--- config.mk ---
export PLATFORM = sky130hd
export DESIGN_NAME = dup_duart
export DESIGN_NICKNAME = d
export VERILOG_FILES = /design/src/include/dup_pkg.sv /design/src/verilog/dup_duart.sv
export SDC_FILE = /design/constraint.sdc
export NUM_CORES = 1
export LEC_CHECK = 0
export ABC_AREA = 1
export BUFFER_PORTS_ARGS = -buffer_cell sky130_fd_sc_hd__buf_2
export CAP_MARGIN = 20
export CORE_UTILIZATION = 55
export DETAILED_ROUTE_END_ITERATION = 7
export MAX_ROUTING_LAYER = met4
export PLACE_DENSITY = 0.84
export SLEW_MARGIN = 25
export SYNTH_ARGS = -nofsm -noshare
export SYNTH_HDL_FRONTEND = slang
export SYNTH_HIERARCHICAL = 1
export SYNTH_SLANG_ARGS = --single-unit
--- constraint.sdc ---
create_clock -name CLK -period 3.9 [get_ports CLK]
set_input_delay 0.585 -clock CLK [delete_from_list [all_inputs] [get_ports CLK]]
set_output_delay 0.585 -clock CLK [all_outputs]
set_load 0.01 [all_outputs]
--- src/include/dup_pkg.sv ---
// Constants shared by the dual serial controller design.
package dup_pkg;
	// ==========================================
	// Timing
	localparam int CLK_HZ = 50_000_000;
	localparam int BAUD_RATE = 9600;
	localparam int OVERSAMPLE = 16;
	localparam int BAUD_DIV = CLK_HZ / (OVERSAMPLE * BAUD_RATE);
	localparam int FIFO_DEPTH = 8;
	// ==========================================
	// Register addresses
	localparam logic [3:0] A_MR_A = 4'h0;
	localparam logic [3:0] A_SR_A = 4'h1;
	localparam logic [3:0] A_CR_A = 4'h2;
	localparam logic [3:0] A_DATA_A = 4'h3;
	localparam logic [3:0] A_INT = 4'h4;
	localparam logic [3:0] A_OUTPUT_PORT_CONFIG = 4'h5;
	localparam logic [3:0] A_IVR = 4'h6;
	localparam logic [3:0] A_OPR_SET = 4'h7;
	localparam logic [3:0] A_MR_B = 4'h8;
	localparam logic [3:0] A_SR_B = 4'h9;
	localparam logic [3:0] A_CR_B = 4'ha;
	localparam logic [3:0] A_DATA_B = 4'hb;
	localparam logic [3:0] A_OPR_CLR = 4'hc;
	localparam logic [3:0] A_TC_CTL = 4'hd;
	localparam logic [3:0] A_TC_HI = 4'he;
	localparam logic [3:0] A_TC_LO = 4'hf;
	// ==========================================
	// Reset values
	localparam logic [7:0] IVR_RST = 8'h0f;
	localparam logic [7:0] ZERO_RST = 8'h00;
	// ==========================================
	// Field positions
	localparam int CR_RX_EN = 0;
	localparam int CR_RX_DIS = 1;
	localparam int CR_TX_EN = 2;
	localparam int CR_TX_DIS = 3;
	localparam int CR_ERR_RST = 4;
	localparam int CR_PTR_RST = 5;
	localparam int MR1_RX_RTS = 7;
	localparam int MR1_FFULL_SEL = 6;
	localparam int MR2_TX_RTS = 5;
	localparam int MR2_CTS_EN = 4;
	localparam int MR2_RX_EXT = 1;
	localparam int MR2_TX_EXT = 0;
	localparam logic [1:0] MODE_LOCAL_LOOP = 2'h2;
	localparam int TC_RUN = 0;
	localparam int TC_EXT = 1;
	localparam logic [1:0] OP_SEL_GP = 2'h0;
	localparam logic [1:0] OP_SEL_ALT1 = 2'h1;
	localparam logic [1:0] OP_SEL_TX1X = 2'h2;
	localparam logic [1:0] OP_SEL_RX1X = 2'h3;
endpackage

--- src/verilog/dup_duart.sv ---
// Dual serial controller: host bus slave, two channels, timer and multipurpose pins.
// ==========================================
// How it works
// - Data bus released outside select and vector cycles
// - Address lines pick register per access
// - Byte wide bus, bit 0 least significant
// - Reset clears status, masks, output port
// - Reset loads vector register with 0f
// - Reset drives output pins high, halts timer
// - Reset idles channels, marks lines, MR1 pointer
// - Acknowledge driven on read, write, vector
// - Interrupt low when any unmasked condition
// - Vector cycle acknowledged only when pending
// - Receiver takes LSB first, high is mark
// - Transmitter LSB first, mark when quiet
// - Pins 0,1 general or auto request-to-send
// - Pin 2 general or channel A clocks
// - Pin 3 general, timer, or B clocks
// - Pins 4-7 ready or full flags
// - Inputs 0,1 general or clear-to-send
// - Inputs 4,2 receive clocks, rising sample
// - Inputs 3,5 transmit clocks, falling change
`timescale 1ns/1ps
`default_nettype none

// ==========================================
// Receive buffer
module dup_fifo #(
	parameter int WIDTH = 8,
	parameter int DEPTH = dup_pkg::FIFO_DEPTH
) (
	input wire logic clk,
	input wire logic rst,
	input wire logic in_valid,
	input wire logic [WIDTH-1:0] in_data,
	output logic in_ready,
	output logic out_valid,
	output logic [WIDTH-1:0] out_data,
	input wire logic out_ready
);
	localparam int AW = $clog2(DEPTH);
	initial if (DEPTH < 2 || (1 << AW) != DEPTH) $error("FIFO depth must be a power of two");
	logic [WIDTH-1:0] mem_q [DEPTH];
	logic [AW-1:0] wr_q, rd_q;
	logic [AW:0] cnt_q;
	logic push, pop;
	assign in_ready = cnt_q != (AW+1)'(DEPTH);
	assign out_valid = cnt_q != '0;
	assign out_data = mem_q[rd_q];
	assign push = in_valid && in_ready;
	assign pop = out_valid && out_ready;
	always_ff @(posedge clk) begin
		if (push) begin
			mem_q[wr_q] <= in_data;
		end
	end
	always_ff @(posedge clk) begin
		if (rst) begin
			wr_q <= '0;
			rd_q <= '0;
			cnt_q <= '0;
		end else begin
			wr_q <= wr_q + AW'(push);
			rd_q <= rd_q + AW'(pop);
			cnt_q <= cnt_q + (AW+1)'(push) - (AW+1)'(pop);
		end
	end
endmodule // dup_fifo

// ==========================================
// One serial channel
module dup_channel (
	input wire logic clk,
	input wire logic rst,
	input wire logic tick16,
	input wire logic ext_rx,
	input wire logic ext_tx,
	input wire logic rxd,
	input wire logic cts_n,
	input wire logic wr_mr,
	input wire logic wr_cr,
	input wire logic wr_thr,
	input wire logic rd_rhr,
	input wire logic [7:0] wdata,
	output logic txd,
	output logic [7:0] mode_rd,
	output logic [7:0] status,
	output logic [7:0] rx_byte,
	output logic rx_flag,
	output logic tx_rdy,
	output logic rts_off,
	output logic tx1x,
	output logic rx1x,
	output logic clk16
);
	typedef enum logic [0:0] {TX_IDLE, TX_SHIFT} dup_tx_t;
	typedef enum logic [1:0] {RX_IDLE, RX_START, RX_DATA, RX_STOP} dup_rx_t;
	dup_tx_t tx_st_q;
	dup_rx_t rx_st_q;
	logic [7:0] mr1_q, mr2_q, thr_q, rsh_q;
	logic [8:0] tsh_q;
	logic [3:0] tcnt_q, tsub_q, rcnt_q;
	logic [2:0] rbits_q;
	logic ptr_q, rx_en_q, tx_en_q, thr_full_q, line_q, rx_prev_q, tx_prev_q;
	logic overrun_q, frame_q, push, fifo_ready, rx_avail, empty_prev_q;
	logic loop, rx_line, tx_step, rx_samp, tx_load, tx_empty;

	assign loop = mr2_q[7:6] == dup_pkg::MODE_LOCAL_LOOP;
	assign rx_line = loop ? line_q : rxd;
	assign mode_rd = ptr_q ? mr2_q : mr1_q;
	assign tx_step = mr2_q[dup_pkg::MR2_TX_EXT] ? (tx_prev_q && !ext_tx) : (tick16 && tsub_q == 4'hf);
	assign rx_samp = mr2_q[dup_pkg::MR2_RX_EXT] ? (ext_rx && !rx_prev_q) : (tick16 && rcnt_q == 4'hf);
	assign tx_load = tx_step && tx_st_q == TX_IDLE && thr_full_q && tx_en_q &&
		(!mr2_q[dup_pkg::MR2_CTS_EN] || !cts_n);
	assign tx_rdy = tx_en_q && !thr_full_q;
	assign tx_empty = tx_rdy && tx_st_q == TX_IDLE;
	assign rx_flag = mr1_q[dup_pkg::MR1_FFULL_SEL] ? !fifo_ready : rx_avail;
	assign status = {1'b0, frame_q, 1'b0, overrun_q, tx_empty, tx_rdy, !fifo_ready, rx_avail};
	assign rts_off = (mr1_q[dup_pkg::MR1_RX_RTS] && !fifo_ready) ||
		(mr2_q[dup_pkg::MR2_TX_RTS] && tx_empty && !empty_prev_q);
	assign tx1x = tsub_q[3];
	assign rx1x = rcnt_q[3];

	always_ff @(posedge clk) begin
		if (rst) begin
			mr1_q <= 8'h00;
			mr2_q <= 8'h00;
			ptr_q <= 1'b0;
			rx_en_q <= 1'b0;
			tx_en_q <= 1'b0;
		end else begin
			if (wr_mr) begin
				if (ptr_q) begin
					mr2_q <= wdata;
				end else begin
					mr1_q <= wdata;
				end
			end
			if (wr_cr && wdata[dup_pkg::CR_PTR_RST]) begin
				ptr_q <= 1'b0;
			end else if (wr_mr) begin
				ptr_q <= 1'b1;
			end
			if (wr_cr && (wdata[dup_pkg::CR_RX_EN] || wdata[dup_pkg::CR_RX_DIS])) begin
				rx_en_q <= wdata[dup_pkg::CR_RX_EN];
			end
			if (wr_cr && (wdata[dup_pkg::CR_TX_EN] || wdata[dup_pkg::CR_TX_DIS])) begin
				tx_en_q <= wdata[dup_pkg::CR_TX_EN];
			end
		end
	end

	always_ff @(posedge clk) begin
		if (rst) begin
			// Edge detectors start at the pulled-up idle level, so leaving reset makes no false edge.
			rx_prev_q <= 1'b1;
			tx_prev_q <= 1'b1;
			tsub_q <= 4'h0;
			clk16 <= 1'b0;
			empty_prev_q <= 1'b0;
		end else begin
			rx_prev_q <= ext_rx;
			tx_prev_q <= ext_tx;
			empty_prev_q <= tx_empty;
			if (tick16) begin
				tsub_q <= tsub_q + 4'h1;
				clk16 <= !clk16;
			end
		end
	end

	// A write that lands while the holding byte is full is dropped; software polls ready first.
	always_ff @(posedge clk) begin
		if (rst) begin
			thr_q <= 8'h00;
			thr_full_q <= 1'b0;
		end else begin
			if (wr_thr && tx_rdy) begin
				thr_q <= wdata;
			end
			thr_full_q <= (wr_thr && tx_rdy) || (thr_full_q && !tx_load);
		end
	end

	always_ff @(posedge clk) begin
		if (rst) begin
			tx_st_q <= TX_IDLE;
			tsh_q <= 9'h1ff;
			tcnt_q <= 4'h0;
			line_q <= 1'b1;
			txd <= 1'b1;
		end else begin
			txd <= loop ? 1'b1 : line_q;
			if (tx_load) begin
				line_q <= 1'b0;
				tsh_q <= {1'b1, thr_q};
				tcnt_q <= 4'h9;
				tx_st_q <= TX_SHIFT;
			end else if (tx_step && tx_st_q == TX_SHIFT) begin
				if (tcnt_q == 4'h0) begin
					tx_st_q <= TX_IDLE;
				end else begin
					line_q <= tsh_q[0];
					tsh_q <= {1'b1, tsh_q[8:1]};
					tcnt_q <= tcnt_q - 4'h1;
				end
			end
		end
	end

	always_ff @(posedge clk) begin
		if (rst) begin
			rx_st_q <= RX_IDLE;
			rcnt_q <= 4'h0;
			rbits_q <= 3'h0;
			rsh_q <= 8'h00;
			push <= 1'b0;
		end else begin
			push <= 1'b0;
			if (tick16 && rx_st_q != RX_IDLE) begin
				rcnt_q <= rcnt_q + 4'h1;
			end
			unique case (rx_st_q)
				RX_IDLE: begin
					rbits_q <= 3'h0;
					if (rx_en_q && !rx_line) begin
						if (!mr2_q[dup_pkg::MR2_RX_EXT]) begin
							rx_st_q <= RX_START;
							rcnt_q <= 4'h0;
						end else if (rx_samp) begin
							rx_st_q <= RX_DATA;
						end
					end
				end
				RX_START: begin
					if (tick16 && rcnt_q == 4'h7) begin
						rcnt_q <= 4'h0;
						rx_st_q <= rx_line ? RX_IDLE : RX_DATA;
					end
				end
				RX_DATA: begin
					if (rx_samp) begin
						rsh_q <= {rx_line, rsh_q[7:1]};
						rbits_q <= rbits_q + 3'h1;
						if (rbits_q == 3'h7) begin
							rx_st_q <= RX_STOP;
						end
					end
				end
				RX_STOP: begin
					if (rx_samp) begin
						push <= 1'b1;
						rx_st_q <= RX_IDLE;
					end
				end
			endcase
		end
	end

	// Error flags: a new error in the clearing cycle survives the clear.
	always_ff @(posedge clk) begin
		if (rst) begin
			overrun_q <= 1'b0;
			frame_q <= 1'b0;
		end else begin
			overrun_q <= (push && !fifo_ready) || (overrun_q && !(wr_cr && wdata[dup_pkg::CR_ERR_RST]));
			frame_q <= (rx_st_q == RX_STOP && rx_samp && !rx_line) ||
				(frame_q && !(wr_cr && wdata[dup_pkg::CR_ERR_RST]));
		end
	end

	dup_fifo #(.WIDTH(8), .DEPTH(dup_pkg::FIFO_DEPTH)) u_rx_fifo (
		.clk(clk),
		.rst(rst),
		.in_valid(push),
		.in_data(rsh_q),
		.in_ready(fifo_ready),
		.out_valid(rx_avail),
		.out_data(rx_byte),
		.out_ready(rd_rhr)
	);
endmodule // dup_channel

// ==========================================
// Top level
module dup_duart #(
	parameter int BAUD_DIV = dup_pkg::BAUD_DIV
) (
	input wire logic CLK,
	input wire logic RST,
	input wire logic CHIP_SELECT_N,
	input wire logic READ_NOT_WRITE,
	input wire logic [3:0] REGISTER_ADDRESS_LINES,
	input wire logic [7:0] HOST_DATA_BUS_IN,
	output logic [7:0] HOST_DATA_BUS_OUT,
	output logic HOST_DATA_BUS_OE_N,
	output logic TRANSFER_ACK_N,
	output logic TRANSFER_ACK_OE_N,
	output logic INTERRUPT_REQUEST_N,
	output logic INTERRUPT_REQUEST_OE_N,
	input wire logic INTERRUPT_ACK_N,
	input wire logic SERIAL_IN_A,
	input wire logic SERIAL_IN_B,
	output logic SERIAL_OUT_A,
	output logic SERIAL_OUT_B,
	input wire logic [5:0] INPUT_PINS,
	output logic [7:0] OUTPUT_PORT_PINS,
	output logic [7:0] OUTPUT_PORT_OE_N
);
	initial if (BAUD_DIV < 1 || BAUD_DIV > 65535) $error("BAUD_DIV out of range");
	typedef enum logic [0:0] {BUS_IDLE, BUS_HOLD} dup_bus_t;
	dup_bus_t bus_q;
	logic [15:0] div_q, tc_cnt_q, tc_reload_q;
	logic [7:0] imr_q, opr_q, output_port_config_q, ivr_q, interrupt_status, rd_mux, mr_a, mr_b, sr_a, sr_b, rx_a, rx_b, op_d, od_sel;
	logic [1:0] tc_ctl_q;
	logic tick16_q, tc_out_q, tc_done_q, ip2_prev_q, tc_step;
	logic start, acc, wr, rd, rxf_a, rxf_b, txr_a, txr_b, rts_a, rts_b;
	logic t1_a, r1_a, c16_a, t1_b, r1_b, c16_b;

	assign start = bus_q == BUS_IDLE && (!CHIP_SELECT_N || !INTERRUPT_ACK_N);
	assign acc = start && !CHIP_SELECT_N;
	assign wr = acc && !READ_NOT_WRITE;
	assign rd = acc && READ_NOT_WRITE;
	assign interrupt_status = {4'h0, tc_done_q, 1'b0, 1'b0, 1'b0} | {2'b00, rxf_b, txr_b, 2'b00, rxf_a, txr_a};

	always_comb begin
		unique case (REGISTER_ADDRESS_LINES)
			dup_pkg::A_MR_A: rd_mux = mr_a;
			dup_pkg::A_SR_A: rd_mux = sr_a;
			dup_pkg::A_DATA_A: rd_mux = rx_a;
			dup_pkg::A_INT: rd_mux = interrupt_status;
			dup_pkg::A_OUTPUT_PORT_CONFIG: rd_mux = output_port_config_q;
			dup_pkg::A_IVR: rd_mux = ivr_q;
			dup_pkg::A_OPR_SET: rd_mux = {2'b00, INPUT_PINS};
			dup_pkg::A_MR_B: rd_mux = mr_b;
			dup_pkg::A_SR_B: rd_mux = sr_b;
			dup_pkg::A_DATA_B: rd_mux = rx_b;
			dup_pkg::A_TC_HI: rd_mux = tc_cnt_q[15:8];
			dup_pkg::A_TC_LO: rd_mux = tc_cnt_q[7:0];
			default: rd_mux = 8'h00;
		endcase
	end

	// Bus answers one clock after select and holds until both select and acknowledge rise.
	always_ff @(posedge CLK) begin
		if (RST) begin
			bus_q <= BUS_IDLE;
			HOST_DATA_BUS_OUT <= 8'h00;
			HOST_DATA_BUS_OE_N <= 1'b1;
			TRANSFER_ACK_N <= 1'b1;
			TRANSFER_ACK_OE_N <= 1'b1;
		end else if (start) begin
			bus_q <= BUS_HOLD;
			HOST_DATA_BUS_OUT <= acc ? rd_mux : ivr_q;
			HOST_DATA_BUS_OE_N <= !(rd || !acc);
			TRANSFER_ACK_N <= !(acc || INTERRUPT_REQUEST_OE_N == 1'b0);
			TRANSFER_ACK_OE_N <= 1'b0;
		end else if (bus_q == BUS_HOLD && CHIP_SELECT_N && INTERRUPT_ACK_N) begin
			bus_q <= BUS_IDLE;
			HOST_DATA_BUS_OE_N <= 1'b1;
			TRANSFER_ACK_N <= 1'b1;
			TRANSFER_ACK_OE_N <= 1'b1;
		end
	end

	always_ff @(posedge CLK) begin
		if (RST) begin
			imr_q <= dup_pkg::ZERO_RST;
			output_port_config_q <= dup_pkg::ZERO_RST;
			opr_q <= dup_pkg::ZERO_RST;
			ivr_q <= dup_pkg::IVR_RST;
			tc_ctl_q <= 2'b00;
			tc_reload_q <= 16'h0000;
		end else begin
			if (wr && REGISTER_ADDRESS_LINES == dup_pkg::A_INT) imr_q <= HOST_DATA_BUS_IN;
			if (wr && REGISTER_ADDRESS_LINES == dup_pkg::A_OUTPUT_PORT_CONFIG) output_port_config_q <= HOST_DATA_BUS_IN;
			if (wr && REGISTER_ADDRESS_LINES == dup_pkg::A_IVR) ivr_q <= HOST_DATA_BUS_IN;
			if (wr && REGISTER_ADDRESS_LINES == dup_pkg::A_TC_CTL) tc_ctl_q <= HOST_DATA_BUS_IN[1:0];
			if (wr && REGISTER_ADDRESS_LINES == dup_pkg::A_TC_HI) tc_reload_q[15:8] <= HOST_DATA_BUS_IN;
			if (wr && REGISTER_ADDRESS_LINES == dup_pkg::A_TC_LO) tc_reload_q[7:0] <= HOST_DATA_BUS_IN;
			opr_q <= (opr_q & ~{6'h00, rts_b, rts_a}
				| ((wr && REGISTER_ADDRESS_LINES == dup_pkg::A_OPR_SET) ? HOST_DATA_BUS_IN : 8'h00))
				& ~((wr && REGISTER_ADDRESS_LINES == dup_pkg::A_OPR_CLR) ? HOST_DATA_BUS_IN : 8'h00);
		end
	end

	// Baud divider and counter/timer; the timer flag is cleared by any write to the timer control register.
	assign tc_step = tc_ctl_q[dup_pkg::TC_EXT] ? (INPUT_PINS[2] && !ip2_prev_q) : tick16_q;
	always_ff @(posedge CLK) begin
		if (RST) begin
			div_q <= 16'h0000;
			tick16_q <= 1'b0;
			ip2_prev_q <= 1'b1;
			tc_cnt_q <= 16'h0000;
			tc_out_q <= 1'b1;
			tc_done_q <= 1'b0;
		end else begin
			ip2_prev_q <= INPUT_PINS[2];
			tick16_q <= div_q == 16'(BAUD_DIV - 1);
			div_q <= (div_q == 16'(BAUD_DIV - 1)) ? 16'h0000 : div_q + 16'h0001;
			if (tc_ctl_q[dup_pkg::TC_RUN] && tc_step) begin
				tc_cnt_q <= (tc_cnt_q == 16'h0000) ? tc_reload_q : tc_cnt_q - 16'h0001;
				if (tc_cnt_q == 16'h0000) tc_out_q <= !tc_out_q;
			end
			tc_done_q <= (tc_ctl_q[dup_pkg::TC_RUN] && tc_step && tc_cnt_q == 16'h0000) ||
				(tc_done_q && !(wr && REGISTER_ADDRESS_LINES == dup_pkg::A_TC_CTL));
		end
	end

	// Output pin selection; open-drain functions only pull low.
	always_comb begin
		op_d = ~opr_q;
		od_sel = {output_port_config_q[7:4], 4'h0};
		unique case (output_port_config_q[1:0])
			dup_pkg::OP_SEL_GP: op_d[2] = ~opr_q[2];
			dup_pkg::OP_SEL_ALT1: op_d[2] = c16_a;
			dup_pkg::OP_SEL_TX1X: op_d[2] = t1_a;
			dup_pkg::OP_SEL_RX1X: op_d[2] = r1_a;
		endcase
		unique case (output_port_config_q[3:2])
			dup_pkg::OP_SEL_GP: op_d[3] = ~opr_q[3];
			dup_pkg::OP_SEL_ALT1: op_d[3] = tc_out_q;
			dup_pkg::OP_SEL_TX1X: op_d[3] = t1_b;
			dup_pkg::OP_SEL_RX1X: op_d[3] = r1_b;
		endcase
		od_sel[3] = output_port_config_q[3:2] == dup_pkg::OP_SEL_ALT1;
		if (output_port_config_q[4]) op_d[4] = !rxf_a;
		if (output_port_config_q[5]) op_d[5] = !rxf_b;
		if (output_port_config_q[6]) op_d[6] = !txr_a;
		if (output_port_config_q[7]) op_d[7] = !txr_b;
	end

	always_ff @(posedge CLK) begin
		if (RST) begin
			OUTPUT_PORT_PINS <= 8'hff;
			OUTPUT_PORT_OE_N <= 8'h00;
			INTERRUPT_REQUEST_N <= 1'b0;
			INTERRUPT_REQUEST_OE_N <= 1'b1;
		end else begin
			OUTPUT_PORT_PINS <= op_d;
			OUTPUT_PORT_OE_N <= od_sel & op_d;
			INTERRUPT_REQUEST_OE_N <= (interrupt_status & imr_q) == 8'h00;
		end
	end

	dup_channel u_chan_a (
		.clk(CLK), .rst(RST), .tick16(tick16_q), .ext_rx(INPUT_PINS[4]), .ext_tx(INPUT_PINS[3]),
		.rxd(SERIAL_IN_A), .cts_n(INPUT_PINS[0]),
		.wr_mr(wr && REGISTER_ADDRESS_LINES == dup_pkg::A_MR_A),
		.wr_cr(wr && REGISTER_ADDRESS_LINES == dup_pkg::A_CR_A),
		.wr_thr(wr && REGISTER_ADDRESS_LINES == dup_pkg::A_DATA_A),
		.rd_rhr(rd && REGISTER_ADDRESS_LINES == dup_pkg::A_DATA_A),
		.wdata(HOST_DATA_BUS_IN), .txd(SERIAL_OUT_A), .mode_rd(mr_a), .status(sr_a), .rx_byte(rx_a),
		.rx_flag(rxf_a), .tx_rdy(txr_a), .rts_off(rts_a), .tx1x(t1_a), .rx1x(r1_a), .clk16(c16_a)
	);
	dup_channel u_chan_b (
		.clk(CLK), .rst(RST), .tick16(tick16_q), .ext_rx(INPUT_PINS[2]), .ext_tx(INPUT_PINS[5]),
		.rxd(SERIAL_IN_B), .cts_n(INPUT_PINS[1]),
		.wr_mr(wr && REGISTER_ADDRESS_LINES == dup_pkg::A_MR_B),
		.wr_cr(wr && REGISTER_ADDRESS_LINES == dup_pkg::A_CR_B),
		.wr_thr(wr && REGISTER_ADDRESS_LINES == dup_pkg::A_DATA_B),
		.rd_rhr(rd && REGISTER_ADDRESS_LINES == dup_pkg::A_DATA_B),
		.wdata(HOST_DATA_BUS_IN), .txd(SERIAL_OUT_B), .mode_rd(mr_b), .status(sr_b), .rx_byte(rx_b),
		.rx_flag(rxf_b), .tx_rdy(txr_b), .rts_off(rts_b), .tx1x(t1_b), .rx1x(r1_b), .clk16(c16_b)
	);
endmodule // dup_duart
`default_nettype wire

After elaboration in Yosys (flattened, before gate mapping)
Memories as Yosys holds them, arrays and structs flattened. A register that Yosys moved wholly into a read port is not among the register bits.
Cells that the tools add are included.
- input port bits: 25
- logic and storage cells: 442
- memories kept: 2
- memory bits (writable): 128
- register bits after elaboration: 275
- equal/unequal tests: 54
- mux-type cells: 92
- reductions and logical operators: 180
- bitwise logic cells: 21
- $add $sub $neg: 18
- memories (name ; depth ; width ; read ports ; clocked after Yosys merged registers in ; wr ports ; line ; RTL):
    u_chan_a.u_rx_fifo.mem_q ; 8 ; 8 ; 1 ; 1 ; 1 ; dup_duart.sv:43 ; logic [WIDTH-1:0] mem_q [DEPTH];
    u_chan_b.u_rx_fifo.mem_q ; 8 ; 8 ; 1 ; 1 ; 1 ; dup_duart.sv:43 ;
- operators with widths (cell ; count):
    $pmux 8 s12 ; 1
    $mux 8 ; 11
    $logic_and 1x1->1 ; 85
    $mux 4 ; 14
    $eq 4x4->1 const B ; 12
    $mux 1 ; 37
    $logic_not 1->1 ; 33
    $mux 2 ; 16
    $reduce_and 2->1 ; 15
    $and 8x8->8 ; 3
    $eq 4x3->1 const B ; 6
    $ne 2x1->1 const B ; 12
    $eq 2x2->1 const B ; 10
    $reduce_bool 2->1 ; 9
    $reduce_or 2->1 ; 9
    $add 16x1->16 const B ; 1
    $add 4x1->4 const B ; 4
    $eq 16x9->1 const B ; 1
    $logic_not 16->1 ; 1
    $logic_or 1x1->1 ; 16
    $mux 16 ; 1
    $not 8->8 ; 2
    $pmux 2 s4 ; 2
    $pmux 4 s2 ; 2
    25 further kinds ; 62

Depth between registers and ports, before layout
- word-level depth: 10
- gate-level depth with buffers: 14
- mapped depth without buffers: 14

Hierarchy
The synthesis kept the hierarchy.
- by module, submodules not included (module ; area each (um^2) ; instances ; cells an instance ; seq. area each (um^2)):
    dup_fifo ; 3443.3 ; 2 ; 355 ; 2122.0
    dup_channel ; 3214.3 ; 2 ; 434 ; 1421.4
    dup_duart ; 5699.2 ; 1 ; 875 ; 2182.1

Worst setup path before layout
No wires, ideal clock.
- path type: input to register
- start: in REGISTER_ADDRESS_LINES[1]
- end: reg u_chan_b.u_rx_fifo.cnt_q[2]
- setup slack: 1.505 ns
- path buffers: 0
- library setup time: 0.119 ns
- arrival time: 2.276 ns
- data required time: 3.781 ns
- stages: 12
- cells stage by stage: nand2_1 nor2_1 inv_1 nor3_1 and2_1 ha_1 inv_1 ha_1 inv_1 fa_1 o21ai_0 a21oi_1
- longest elaborated chain between the ends: 4
- ends and longest elaborated chain (item ; line ; RTL):
    start, declared ; dup_duart.sv:293 ; input wire logic [3:0] REGISTER_ADDRESS_LINES,
    $eq 4x4->1 ; dup_duart.sv:462 ; .rd_rhr(rd && REGISTER_ADDRESS_LINES == dup_pkg::A_DATA_B),
    $logic_and 1x1->1 ; dup_duart.sv:462 ;
    $logic_and 1x1->1 ; dup_duart.sv:51 ; assign pop = out_valid && out_ready;
    $sub 4x1->4 ; dup_duart.sv:65 ; cnt_q <= cnt_q + (AW+1)'(push) - (AW+1)'(pop);
    end signal, assigned ; dup_duart.sv:65 ;
    end, declared ; dup_duart.sv:45 ; logic [AW:0] cnt_q;
Every way passes these cells.
A chain may end at the register's enable or synchronous reset.

Worst setup path after layout
- start: reg bus_q
- end: reg u_chan_a.mr1_q[7]
- longest elaborated chain between the ends: 6
- ends and longest elaborated chain (item ; line ; RTL):
    start, declared ; dup_duart.sv:312 ; dup_bus_t bus_q;
    start signal, assigned ; dup_duart.sv:347 ; bus_q <= BUS_IDLE;
    start signal, assigned ; dup_duart.sv:353 ; bus_q <= BUS_HOLD;
    start signal, assigned ; dup_duart.sv:359 ; bus_q <= BUS_IDLE;
    $not 1->1 ; dup_duart.sv:320 ; assign start = bus_q == BUS_IDLE && (!CHIP_SELECT_N || !INTERRUPT_ACK_N);
    $logic_and 1x1->1 ; dup_duart.sv:320 ;
    $logic_and 1x1->1 ; dup_duart.sv:321 ; assign acc = start && !CHIP_SELECT_N;
    $logic_and 1x1->1 ; dup_duart.sv:322 ; assign wr = acc && !READ_NOT_WRITE;
    $logic_and 1x1->1 ; dup_duart.sv:449 ; .wr_mr(wr && REGISTER_ADDRESS_LINES == dup_pkg::A_MR_A),
    $reduce_and 2->1 (no source line) ; -- ;
    end signal, assigned ; dup_duart.sv:136 ; mr1_q <= wdata;
    end, declared ; dup_duart.sv:100 ; logic [7:0] mr1_q, mr2_q, thr_q, rsh_q;
Every way passes these cells.

==> impl_metrics.tcl <==
set metrics [dict create \
    drc 0 \
    end_kind "register" \
    powerDensity_nw_per_um2 425 \
    min-delay-start "INTERRUPT_ACK_N" \
    io_pins 56 \
    grt_max_degree 65 \
    clock.fmax_mhz 405 \
    gp_congestion 0.993 \
    diodes 0 \
    hold_ws_ns 0.283 \
    die_w_um 188 \
    rsz0062_at_grt "no" \
    cts_tree "yes" \
    grt_pass1_wl_um 77900 \
    grtUsageTotal_pct 28.2 \
    avgSynthCellArea_um2 7.75 \
    post_cts_buffers 0 \
    viasPerCell 5.47 \
    worstPathMaxFanout 9 \
    ys_warn_count 6 \
    port_buffers 51 \
    final_net_count 2529 \
    crit_required_ns 4.34 \
    syn_area_um2 19000 \
    tightestPinTransition_ns 0.808 \
    design.die.area_um2 35300 \
    core_area_um2 33800 \
    period_needed_ns 2.47 \
    cts_buffers 41 \
    vdd.ir_drop.worst_mv 0.401 \
    start_util_pct 56.2 \
    dp_hpwl_um 33600 \
    hold_path_class "in2reg" \
    power_leakage_nw 9.43 \
    num_vias 16100 \
    status "complete, no violations" \
    postSynthCellCount 2450 \
    post_cts_resized 0 \
    power_w 0.00883 \
    hold_buffers 0 \
    final.period_utilization_pct 63.3 \
    overflow 0 \
    cts-root-buf "clkbuf_16" \
    worstSetupStartpointType "register" \
    clkSinkCount 398 \
    cap_viol_max_count 0 \
    crit_type "reg2reg" \
    finalWirelength_um 48000 \
    cp-startpoint "bus_q" \
    drive_above_1_share_pct 9.76 \
    critPathArrivalTime_ns 2.91 \
    antenna_found_initial 0 \
    slew_viol_final 0 \
    tns_ns 0 \
    timing.rr.start "bus_q" \
    fp-row-count 67 \
    setup_violations 0 \
    avgRoutedWirePerCell_um 16.3 \
    cts_max_level 2 \
    num-fill-cells 2849 \
    dr.first_iter.drc_count 1631 \
    worst_clock_skew_ns 0.0240 \
    die_h_um 188 \
    syn2layout_area_growth_pct 9.40 \
    cts_max_path_buffers 3 \
    first_pass_iters 6 \
    antenna_left 0 \
    insertion_delay_ns 0.55 \
    hold_viol 0 \
    grt_pass1_vias 15400 \
    maxSlewHeadroom_pct 46.0 \
    path_clk_slew_ns 0.06 \
]
[cell usage in the layout (no fill, tap or decap), types with 10 or more instances in the layout]
master / instances
nand2_1: 560
inv_1: 355
nand3_1: 274
dfxtp_1: 270
nor2_1: 243
o21ai_0: 149
a21oi_1: 132
edfxtp_1: 128
buf_2: 50
clkbuf_16: 42
ha_1: 34
nand2_2: 26
buf_4: 25
nor3_1: 16
nor2_2: 12
inv_2: 12
o211ai_1: 12
clkbuf_8: 10
[routing by layer]
| metal | share of wire (%) | vias to the layer above | global-route usage (%) |
|---|---|---|---|
| li1 | - | 7854 | - |
| met1 | 42 | 7468 | 36.5 |
| met2 | 47 | 670 | 45.1 |
| met3 | 8.2 | 127 | 3.86 |
| met4 | 3.2 | 0 | 10.4 |
| met5 | 0 | - | - |
[stage by stage]
step           instances  area, um^2  utilization [%]  setup slack, ns
2_1_floorplan       2455       19000                -             1.50
3_3_place_gp        2873       19300             57.1             1.12
3_5_place_dp        2873       19300             57.1             1.07
4_1_cts             2949       20700             61.4             1.37
5_1_grt             2949       20800             61.5             1.31
6_report            2949       20800             61.5             1.43
[registers in the layout (all words and copies together) (netlist names), 16 cells and up]
name	cells
tc_reload_q	16
tc_cnt_q	16
div_q	16
u_chan_a/u_rx_fifo/mem_q	64
u_chan_b/u_rx_fifo/mem_q	64
[critical path: stages (launching register included)]
cell and delay (ns):
dfxtp_1 0.35, nor2_4 0.23, inv_2 0.12, nor2_8 0.16, inv_2 0.11, nor3_1 0.41
inv_1 0.12, nor2_1 0.37, inv_1 0.22, o21ai_0 0.23, a21oi_1 0.05
[path summary, 6_finish.rpt]
kind                                       endpoint  slack, ns  depth (start not counted)
worst max-delay path              u_chan_a/mr1_q[7]       1.43                         10
worst min-delay path                          bus_q       0.28                          2
worst min register to register  OUTPUT_PORT_PINS[0]       0.40                          1
worst max register to register    u_chan_a/mr1_q[7]       1.43                         10
[power breakdown]
part | internal (W) | switching (W)
combinational | 0.000103 | 0.000286
clock | 0.00245 | 0.00168
sequential | 0.00428 | 0.0000329
[area by class of cell]
class	count	area, um^2	share of cell area [%]
clock inverter	19	238	1.14
clock buffer	57	1210	5.81
multi-input combinational	1579	7670	36.9
sequential	398	9250	44.5
tap	448	561	2.70
timing repair buffer	75	438	2.11
inverter	373	1410	6.77
(Power assumes the default switching activity.)
